`src/design/pec_pkg.sv`:
```
/*
 * constants and types shared by the performance event counter block:
 * counter geometry, per-cycle limits, event codes, accounting categories.
 * assumes a single core clock and no software-visible register map.
 */
`default_nettype none

package pec_pkg;

    // counter geometry
    localparam int PEC_NUM_CTR = 4;
    localparam int PEC_NUM_WIDE = 2;
    localparam int PEC_CTR_W = 32;
    localparam int PEC_INC_W = 3;
    localparam int PEC_SEL_W = 4;
    localparam int PEC_CAT_N = 8;

    // reset and per-cycle limits
    localparam logic [PEC_CTR_W-1:0] PEC_CTR_RST = 32'h0000_0000;
    localparam logic [PEC_INC_W-1:0] PEC_NARROW_MAX = 3'h3;
    localparam logic [PEC_INC_W-1:0] PEC_WIDE_MAX = 3'h7;
    localparam logic [PEC_INC_W-1:0] PEC_DC_MISS_MAX = 3'h2;
    localparam logic [PEC_INC_W-1:0] PEC_INC_ZERO = 3'h0;
    localparam logic [PEC_INC_W-1:0] PEC_INC_ONE = 3'h1;

    // selectable events
    typedef enum logic [PEC_SEL_W-1:0] {
        PEC_EV_CYCLES     = 4'h0,
        PEC_EV_RETIRED    = 4'h1,
        PEC_EV_DC_MISS    = 4'h2,
        PEC_EV_MRQ_LIVE   = 4'h3,
        PEC_EV_ITB_MISS   = 4'h4,
        PEC_EV_DTB_MISS   = 4'h5,
        PEC_EV_BR_MISPRED = 4'h6,
        PEC_EV_BE_FLUSH   = 4'h7,
        PEC_EV_DATA_ACC   = 4'h8,
        PEC_EV_SB_DEP     = 4'h9,
        PEC_EV_INST_ACC   = 4'ha,
        PEC_EV_PIPE_FLUSH = 4'hb,
        PEC_EV_MEMORY     = 4'hc,
        PEC_EV_DEPEND     = 4'hd,
        PEC_EV_UNSTALLED  = 4'he,
        PEC_EV_NONE       = 4'hf
    } pec_ev_sel_t;

    // cycle accounting categories, one-hot, index 0 is highest priority
    typedef enum logic [PEC_CAT_N-1:0] {
        PEC_CAT_BE_FLUSH  = 8'h01,
        PEC_CAT_DATA_ACC  = 8'h02,
        PEC_CAT_SB_DEP    = 8'h04,
        PEC_CAT_REG_STACK = 8'h08,
        PEC_CAT_ISSUE_LIM = 8'h10,
        PEC_CAT_INST_ACC  = 8'h20,
        PEC_CAT_TAKEN_BR  = 8'h40,
        PEC_CAT_UNSTALLED = 8'h80
    } pec_cat_t;

endpackage : pec_pkg

`default_nettype wire

```
`src/design/pec_counters.sv`:
```
/*
 * four event counters with per-cycle increment limits and thresholding,
 * plus cycle accounting that files every cycle under one category.
 * assumes all event and stall inputs are synchronous to sys_clk and that
 * software reads count_q directly; control comes in as plain ports.
 */
`timescale 1ns/100ps
`default_nettype none

module pec_counters #(
    parameter int NUM_CTR = pec_pkg::PEC_NUM_CTR,
    parameter int NUM_WIDE = pec_pkg::PEC_NUM_WIDE,
    parameter int CTR_W = pec_pkg::PEC_CTR_W
) (
    input wire logic sys_clk,
    input wire logic rst_n,
    // per-counter control
    input wire logic [NUM_CTR-1:0] ctr_en,
    input wire logic [NUM_CTR-1:0] ctr_clr,
    input wire pec_pkg::pec_ev_sel_t ctr_sel [NUM_CTR],
    input wire logic [pec_pkg::PEC_INC_W-1:0] ctr_thr [NUM_CTR],
    // event sources
    input wire logic ev_itb_miss,
    input wire logic ev_dtb_miss,
    input wire logic ev_br_mispred,
    input wire logic [1:0] ev_dc_miss_cnt,
    input wire logic [pec_pkg::PEC_INC_W-1:0] ev_retired_cnt,
    input wire logic [pec_pkg::PEC_INC_W-1:0] ev_mrq_live,
    // back-end flush causes
    input wire logic fl_br_mispred,
    input wire logic fl_advanced_load_table,
    input wire logic fl_serialize,
    input wire logic fl_ctrl_spec_fail,
    input wire logic fl_memory_to_integer_unit_bypass,
    input wire logic fl_exception,
    // data access causes
    input wire logic st_mem_operand,
    input wire logic fl_l1d_way_mispred,
    input wire logic fl_data_translation_cache,
    // scoreboard causes
    input wire logic st_nonload_operand,
    input wire logic fl_fp,
    // register stack spill and fill
    input wire logic st_register_stack_engine,
    // issue limit causes
    input wire logic st_issue_stop,
    input wire logic st_port_oversub,
    input wire logic st_issue_asym,
    // instruction access causes
    input wire logic st_l1i_miss,
    input wire logic st_instruction_translation_buffer,
    // taken branch bubble
    input wire logic st_taken_branch,
    // results
    output logic [CTR_W-1:0] count_q [NUM_CTR],
    output pec_pkg::pec_cat_t acct_cat_q
);
    import pec_pkg::*;

    ////////////////////////////////////////////////////////////////////////
    // cause grouping
    ////////////////////////////////////////////////////////////////////////

    // raw reason per category, before priority
    logic be_flush_raw;
    logic data_acc_raw;
    logic sb_dep_raw;
    logic issue_lim_raw;
    logic inst_acc_raw;

    // all back-end flush causes folded together
    assign be_flush_raw = fl_br_mispred | fl_advanced_load_table
        | fl_serialize | fl_ctrl_spec_fail
        | fl_memory_to_integer_unit_bypass | fl_exception;

    // memory operand waits and memory-side flushes
    assign data_acc_raw = st_mem_operand | fl_l1d_way_mispred
        | fl_data_translation_cache;

    // non-load producer waits, fp flushes included
    assign sb_dep_raw = st_nonload_operand | fl_fp;

    // dispersal breaks
    assign issue_lim_raw = st_issue_stop | st_port_oversub
        | st_issue_asym;

    // fetch stalls
    assign inst_acc_raw = st_l1i_miss
        | st_instruction_translation_buffer;

    ////////////////////////////////////////////////////////////////////////
    // cycle accounting
    ////////////////////////////////////////////////////////////////////////

    // next category; later pipe stage checked first so it wins overlaps
    pec_cat_t acct_cat_d;

    always_comb begin
        if (be_flush_raw) begin
            acct_cat_d = PEC_CAT_BE_FLUSH;
        end else if (data_acc_raw) begin
            acct_cat_d = PEC_CAT_DATA_ACC;
        end else if (sb_dep_raw) begin
            acct_cat_d = PEC_CAT_SB_DEP;
        end else if (st_register_stack_engine) begin
            acct_cat_d = PEC_CAT_REG_STACK;
        end else if (issue_lim_raw) begin
            acct_cat_d = PEC_CAT_ISSUE_LIM;
        end else if (inst_acc_raw) begin
            acct_cat_d = PEC_CAT_INST_ACC;
        end else if (st_taken_branch) begin
            acct_cat_d = PEC_CAT_TAKEN_BR;
        end else begin
            // nothing holds the back end: a useful cycle
            acct_cat_d = PEC_CAT_UNSTALLED;
        end
    end

    // one-hot register: exactly one category per cycle by construction
    always_ff @(posedge sys_clk or negedge rst_n) begin
        if (!rst_n) begin
            acct_cat_q <= PEC_CAT_UNSTALLED;
        end else begin
            acct_cat_q <= acct_cat_d;
        end
    end

    // single-cycle flags derived from the registered category
    logic cat_be_flush;
    logic cat_data_acc;
    logic cat_sb_dep;
    logic cat_inst_acc;
    logic cat_pipe_flush;
    logic cat_memory;
    logic cat_depend;
    logic cat_unstalled;

    // decode the category into plain and combined events
    always_comb begin
        cat_be_flush = 1'b0;
        cat_data_acc = 1'b0;
        cat_sb_dep = 1'b0;
        cat_inst_acc = 1'b0;
        cat_pipe_flush = 1'b0;
        cat_memory = 1'b0;
        cat_depend = 1'b0;
        cat_unstalled = 1'b0;
        case (acct_cat_q)
            PEC_CAT_BE_FLUSH: begin
                cat_be_flush = 1'b1;
                cat_pipe_flush = 1'b1;
            end
            PEC_CAT_DATA_ACC: begin
                cat_data_acc = 1'b1;
                cat_memory = 1'b1;
            end
            PEC_CAT_SB_DEP: begin
                cat_sb_dep = 1'b1;
                cat_depend = 1'b1;
            end
            PEC_CAT_REG_STACK: begin
                cat_memory = 1'b1;
            end
            PEC_CAT_ISSUE_LIM: begin
                cat_depend = 1'b1;
            end
            PEC_CAT_INST_ACC: begin
                cat_inst_acc = 1'b1;
                cat_unstalled = 1'b1;
            end
            PEC_CAT_TAKEN_BR: begin
                cat_pipe_flush = 1'b1;
            end
            PEC_CAT_UNSTALLED: begin
                cat_unstalled = 1'b1;
            end
            default: begin
                // unreachable codes count nothing
                cat_be_flush = 1'b0;
            end
        endcase
    end

    ////////////////////////////////////////////////////////////////////////
    // event staging
    ////////////////////////////////////////////////////////////////////////

    // events registered so that they line up with acct_cat_q
    logic itb_miss_q;
    logic dtb_miss_q;
    logic br_mispred_q;
    logic [PEC_INC_W-1:0] dc_miss_q;
    logic [PEC_INC_W-1:0] retired_q;
    logic [PEC_INC_W-1:0] mrq_live_q;
    logic [PEC_INC_W-1:0] dc_miss_d;

    // a third miss in one cycle cannot happen; clip defensively
    assign dc_miss_d = ({1'b0, ev_dc_miss_cnt} > PEC_DC_MISS_MAX)
        ? PEC_DC_MISS_MAX : {1'b0, ev_dc_miss_cnt};

    // stage all sources one cycle
    always_ff @(posedge sys_clk or negedge rst_n) begin
        if (!rst_n) begin
            itb_miss_q <= 1'b0;
            dtb_miss_q <= 1'b0;
            br_mispred_q <= 1'b0;
            dc_miss_q <= PEC_INC_ZERO;
            retired_q <= PEC_INC_ZERO;
            mrq_live_q <= PEC_INC_ZERO;
        end else begin
            // one-bit sources: never more than one per cycle
            itb_miss_q <= ev_itb_miss;
            dtb_miss_q <= ev_dtb_miss;
            br_mispred_q <= ev_br_mispred;
            dc_miss_q <= dc_miss_d;
            retired_q <= ev_retired_cnt;
            mrq_live_q <= ev_mrq_live;
        end
    end

    // per-event occurrence this cycle, indexed by event code
    logic [PEC_INC_W-1:0] ev_val [16];

    // single-occurrence and duration events widen a bit to a count of one
    always_comb begin
        ev_val[PEC_EV_CYCLES] = PEC_INC_ONE;
        ev_val[PEC_EV_RETIRED] = retired_q;
        ev_val[PEC_EV_DC_MISS] = dc_miss_q;
        ev_val[PEC_EV_MRQ_LIVE] = mrq_live_q;
        ev_val[PEC_EV_ITB_MISS] = {2'b00, itb_miss_q};
        ev_val[PEC_EV_DTB_MISS] = {2'b00, dtb_miss_q};
        ev_val[PEC_EV_BR_MISPRED] = {2'b00, br_mispred_q};
        ev_val[PEC_EV_BE_FLUSH] = {2'b00, cat_be_flush};
        ev_val[PEC_EV_DATA_ACC] = {2'b00, cat_data_acc};
        ev_val[PEC_EV_SB_DEP] = {2'b00, cat_sb_dep};
        ev_val[PEC_EV_INST_ACC] = {2'b00, cat_inst_acc};
        ev_val[PEC_EV_PIPE_FLUSH] = {2'b00, cat_pipe_flush};
        ev_val[PEC_EV_MEMORY] = {2'b00, cat_memory};
        ev_val[PEC_EV_DEPEND] = {2'b00, cat_depend};
        ev_val[PEC_EV_UNSTALLED] = {2'b00, cat_unstalled};
        ev_val[PEC_EV_NONE] = PEC_INC_ZERO;
    end

    ////////////////////////////////////////////////////////////////////////
    // counters
    ////////////////////////////////////////////////////////////////////////

    // the low NUM_WIDE counters take up to seven, the rest clip at three;
    // clipping loses counts on a narrow counter, so software must pick
    // a wide counter for bursts above three
    for (genvar c = 0; c < NUM_CTR; c++) begin : g_ctr
        logic [PEC_INC_W-1:0] lim;
        logic [PEC_INC_W-1:0] raw;
        logic [PEC_INC_W-1:0] clipped;
        logic [PEC_INC_W-1:0] inc;

        // per-counter ceiling on one cycle's count
        assign lim = (c < NUM_WIDE) ? PEC_WIDE_MAX
            : PEC_NARROW_MAX;

        // selected event value
        assign raw = ev_val[ctr_sel[c]];

        // clip to what this counter can absorb
        assign clipped = (raw > lim) ? lim : raw;

        // threshold turns the count into a one-per-cycle exceed flag
        always_comb begin
            if (ctr_thr[c] != PEC_INC_ZERO) begin
                inc = (clipped > ctr_thr[c])
                    ? PEC_INC_ONE : PEC_INC_ZERO;
            end else begin
                inc = clipped;
            end
        end

        // counter: clear wins and drops that cycle's count, else add; the add wraps modulo 2^CTR_W
        // so any excess past all-ones lands in the wrapped value
        always_ff @(posedge sys_clk or negedge rst_n) begin
            if (!rst_n) begin
                count_q[c] <= PEC_CTR_RST;
            end else if (ctr_clr[c]) begin
                count_q[c] <= PEC_CTR_RST;
            end else if (ctr_en[c]) begin
                count_q[c] <= count_q[c]
                    + {{(CTR_W-PEC_INC_W){1'b0}}, inc};
            end
        end
    end

endmodule : pec_counters

`default_nettype wire

```
`config.mk`:
```
export PLATFORM = sky130hd
export DESIGN_NAME = pec_counters
export DESIGN_NICKNAME = d
export VERILOG_FILES = /design/src/design/pec_pkg.sv /design/src/design/pec_counters.sv
export SDC_FILE = /design/constraint.sdc
export NUM_CORES = 1
export LEC_CHECK = 0
export ABC_CLOCK_PERIOD_IN_PS = 8630
export CAP_MARGIN = 10
export CORE_MARGIN = 1
export CORE_UTILIZATION = 52
export DETAILED_ROUTE_END_ITERATION = 12
export DONT_BUFFER_PORTS = 1
export PLACE_DENSITY_LB_ADDON = 0.12
export SLEW_MARGIN = 30
export SYNTH_ARGS = -nofsm -noshare
export SYNTH_HDL_FRONTEND = slang
export SYNTH_SLANG_ARGS = --single-unit
```
`constraint.sdc`:
```
create_clock -name sys_clk -period 8.63 [get_ports sys_clk]
set_clock_uncertainty 0.15 [all_clocks]
set_input_delay 1.726 -clock sys_clk [delete_from_list [all_inputs] [get_ports sys_clk]]
set_output_delay 1.726 -clock sys_clk [all_outputs]
set_load 0.01 [all_outputs]
```
==> impl_metrics.json <==
{
  "routed_wl_um": 20400,
  "synth_area_per_cell_um2": 9.05,
  "grt_first_pass_wirelength_um": 34000,
  "place.gp.congestion": 0.857,
  "clock_path_buffers": 2,
  "tightest_slew_ns": 0.895,
  "start_util_pct": 53.0,
  "seq_area_mm2": 0.00368,
  "worstSetupEndpoint": "count_q[120]$_DFFE_PN0P_",
  "vdd_drop_max_mv": 0.138,
  "status": "complete, no violations",
  "r2r-end": "count_q[120]$_DFFE_PN0P_",
  "hold_class": "reg -> reg",
  "seqPwrFrac_pct": 47.4,
  "antenna_left": 0,
  "ys_ff_latch": 147,
  "fin_setup_tns_ns": 0,
  "slew_violations": 0,
  "antenna_found_initial": 3,
  "crit_top_cell": "a21oi_1",
  "rr_worst_depth": 18,
  "vias": 7069,
  "grt_pass1_vias": 6633,
  "worstPathMaxFanout": 12,
  "mostFrequentLayoutCell": "dfrtp_1",
  "combPwrFrac_pct": 4.5,
  "maxSlewHeadroom_pct": 39.5,
  "synth-main-ff-cell": "dfrtp_1",
  "cts_inserted_buffers": 17,
  "setup_viol": 0,
  "cp_slowest_cell": "nor4_2",
  "min-delay-start": "count_q[127]$_DFFE_PN0P_",
  "timing_worst_setup_path_type": "reg -> reg",
  "crit_path_cell_trace": "nor4_2 -> nand4_1 -> o31ai_1 -> o221ai_1 -> and2_1 -> ha_1 -> nor2b_1 -> o21ai_0 -> nand2b_1 -> a21oi_1 -> a31oi_1 -> ha_1 -> fa_1 -> a21oi_1 -> nor2_1 -> nand4_1 -> or3_1 -> a21oi_1",
  "overflow": 0,
  "synth_cell_types": 62,
  "cts_resized": 0,
  "via_per_inst": 6.01,
  "pwr-share-clk_pct": 48.1,
  "ctsHoldBuffers": 0,
  "drc": 0,
  "p_switching_uw": 328,
  "max_stage_delay_ns": 0.84,
  "synth_edf_count": 0,
  "rsz0062_at_grt": "no",
  "synthCells": 965,
  "fin_crit_sh_pct": 62.3,
  "root_buffer": "clkbuf_16",
  "cp-start-kind": "flip-flop",
  "critPathLaunch": "acct_cat_q[3]$_DFF_PN0_",
  "r2r_start": "acct_cat_q[3]$_DFF_PN0_",
  "intPower_uw": 1170,
  "rows": 47,
  "p_total_uw": 1500,
  "synthArstFlopShare_pct": 100,
  "place.detailed.hpwl_um": 14400,
  "die_area_mm2": 0.0173,
  "drt-wirelength-per-cell_um": 17.3,
  "die_h_um": 132,
  "hold_viol": 0,
  "switching_share_pct": 21.9,
  "cts_setup_buffers": 0,
  "core_area_mm2": 0.0165,
  "rrSetupSlack_ns": 3.26,
  "io_pins": 203,
  "netlist_area_mm2": 0.00873,
  "fin_crit_ns": 5.37,
  "cts_tree": "built",
  "crit_path_end_kind": "flip-flop",
  "layout-drive-gt1-share_pct": 5.77,
  "area.growth.synth_to_final_pct": 7.77,
  "seq_area_frac_synth_pct": 42.2,
  "die_x_um": 132,
  "multi_input_area_mm2": 0.00471,
  "h-tree-depth": 4,
  "grt_usage_pct": 24.2,
  "achievable-frequency_ghz": 0.186,
  "power.density_mw_per_mm2": 159,
  "clk_latency_ns": 0.42,
  "cts_sinks": 147,
  "fillers": 1483,
  "p_leak_uw": 0.00379,
  "nNetsFinal": 1038,
  "maxCapViolations": 0,
  "cts.reportedPaths.clkPinSlew_ns": 0.06,
  "final_cell_mix": "dfrtp_1, nor2_1, a21oi_1, xnor2_1, nand2_1",
  "hold_depth": 2,
  "critical_path_arrival_ns": 5.57,
  "cp.required_ns": 8.83,
  "grt_max_degree": 148,
  "ys_warn_count": 0,
  "drtIter0Drc": 379,
  "drtPass1Iterations": 5,
  "postLayoutCoreUtil_pct": 57.1,
  "io_buffers": 0
}
-- power groups by stage --
stage,sequential [uW],clock [uW],combinational [uW]
6_report,711,721,66.7
5_1_grt,712,765,78.1
4_1_cts,711,737,67.3
3_5_place_dp,723,0,66.9
3_3_place_gp,724,0,65.2
2_1_floorplan,718,0,72.1
-- layout make-up --
type | count | share of cell area [%]
clock buffer | 22 | 4.93
clock inverter | 8 | 1.10
sequential | 147 | 39.1
antenna | 2 | 0.0532
timing repair buffer | 3 | 0.213
multi-input combinational | 733 | 50.0
tap | 220 | 2.93
inverter | 41 | 1.64
-- synth_stat cells, types with 4 or more instances --
| library cell | n | area, um2 |
|---|---|---|
| fa_1 | 4 | 80.1 |
| o21ai_0 | 28 | 140 |
| or2_2 | 7 | 43.8 |
| nor4b_1 | 9 | 78.8 |
| nor3b_1 | 7 | 52.6 |
| and3_1 | 14 | 87.6 |
| ha_1 | 24 | 300 |
| o31ai_1 | 17 | 128 |
| nand2b_1 | 9 | 56.3 |
| o22ai_1 | 5 | 31.3 |
| nor2_1 | 116 | 435 |
| nor2b_1 | 24 | 150 |
| nand2_1 | 45 | 169 |
| or3_1 | 24 | 150 |
| xnor2_1 | 59 | 517 |
| dfrtp_1 | 146 | 3650 |
| a21oi_1 | 59 | 295 |
| clkbuf_1 | 40 | 150 |
| nor4_1 | 34 | 213 |
| a211oi_1 | 8 | 60.1 |
| nand4_1 | 28 | 175 |
| inv_1 | 41 | 154 |
| and4_1 | 12 | 105 |
| or4_1 | 16 | 120 |
| nor3_1 | 27 | 135 |
| a21o_1 | 10 | 75.1 |
| mux2i_1 | 17 | 170 |
| xor2_1 | 18 | 158 |
| o211ai_1 | 6 | 45.0 |
| and2_1 | 14 | 87.6 |
| nand3_1 | 40 | 200 |
| mux2_2 | 7 | 78.8 |
-- routing by layer --
metal	vias to the layer above	part of all wire [%]	track usage [%]
met5	-	0.049	0
met4	2	1.9	9.56
met3	30	7.6	7.72
met2	232	45	35.9
met1	3365	46	32.8
li1	3440	-	-
-- how the worst min path moves through the flow --
stage / to / slack (ns)
after floorplan: count_q[63]$_DFFE_PN0P_ / 0.42
after global placement: count_q[63]$_DFFE_PN0P_ / 0.44
after detailed placement: count_q[63]$_DFFE_PN0P_ / 0.45
after CTS: count_q[63]$_DFFE_PN0P_ / 0.46
after global routing: count_q[127]$_DFFE_PN0P_ / 0.49
final: count_q[127]$_DFFE_PN0P_ / 0.46
-- critical path: cells and delay by family (launching register included) --
kind,cells,cell delay (ns)
simple gates,8,2.97
fa+ha+maj,3,0.61
compound gates,7,1.03
flops,1,0.54
-- per-stage QoR --
stage          setup WS, ns  instance area [um2]  std cells  hold WS, ns
2_1_floorplan          3.15                 8740        968        0.420
3_3_place_gp           3.16                 8830       1143        0.439
3_5_place_dp           3.06                 8830       1144        0.446
4_1_cts                3.38                 9400       1174        0.456
5_1_grt                2.90                 9410       1176        0.485
6_report               3.26                 9410       1176        0.456
-- flip-flops by register name, summed over array words and instances (netlist names) --
register	cells
acct_cat_q	8
br_mispred_q	1
count_q	128
dc_miss_q	2
dtb_miss_q	1
itb_miss_q	1
mrq_live_q	3
retired_q	3
-- logic make-up after synthesis --
group                      count (synthesis)  share of synthesized area (%)
muxes                                     24                           2.85
adders and majority gates                 28                           4.36
and+or+nand+nor                          435                           26.9
AOI/OAI and AO/OA                        165                           11.9
DFF                                      147                           42.2
other                                      1                         0.0430
xor gates and xnor gates                  77                           7.73
buffers and inverters                     88                           4.07
No activity file was read; power rests on OpenSTA's default activity.
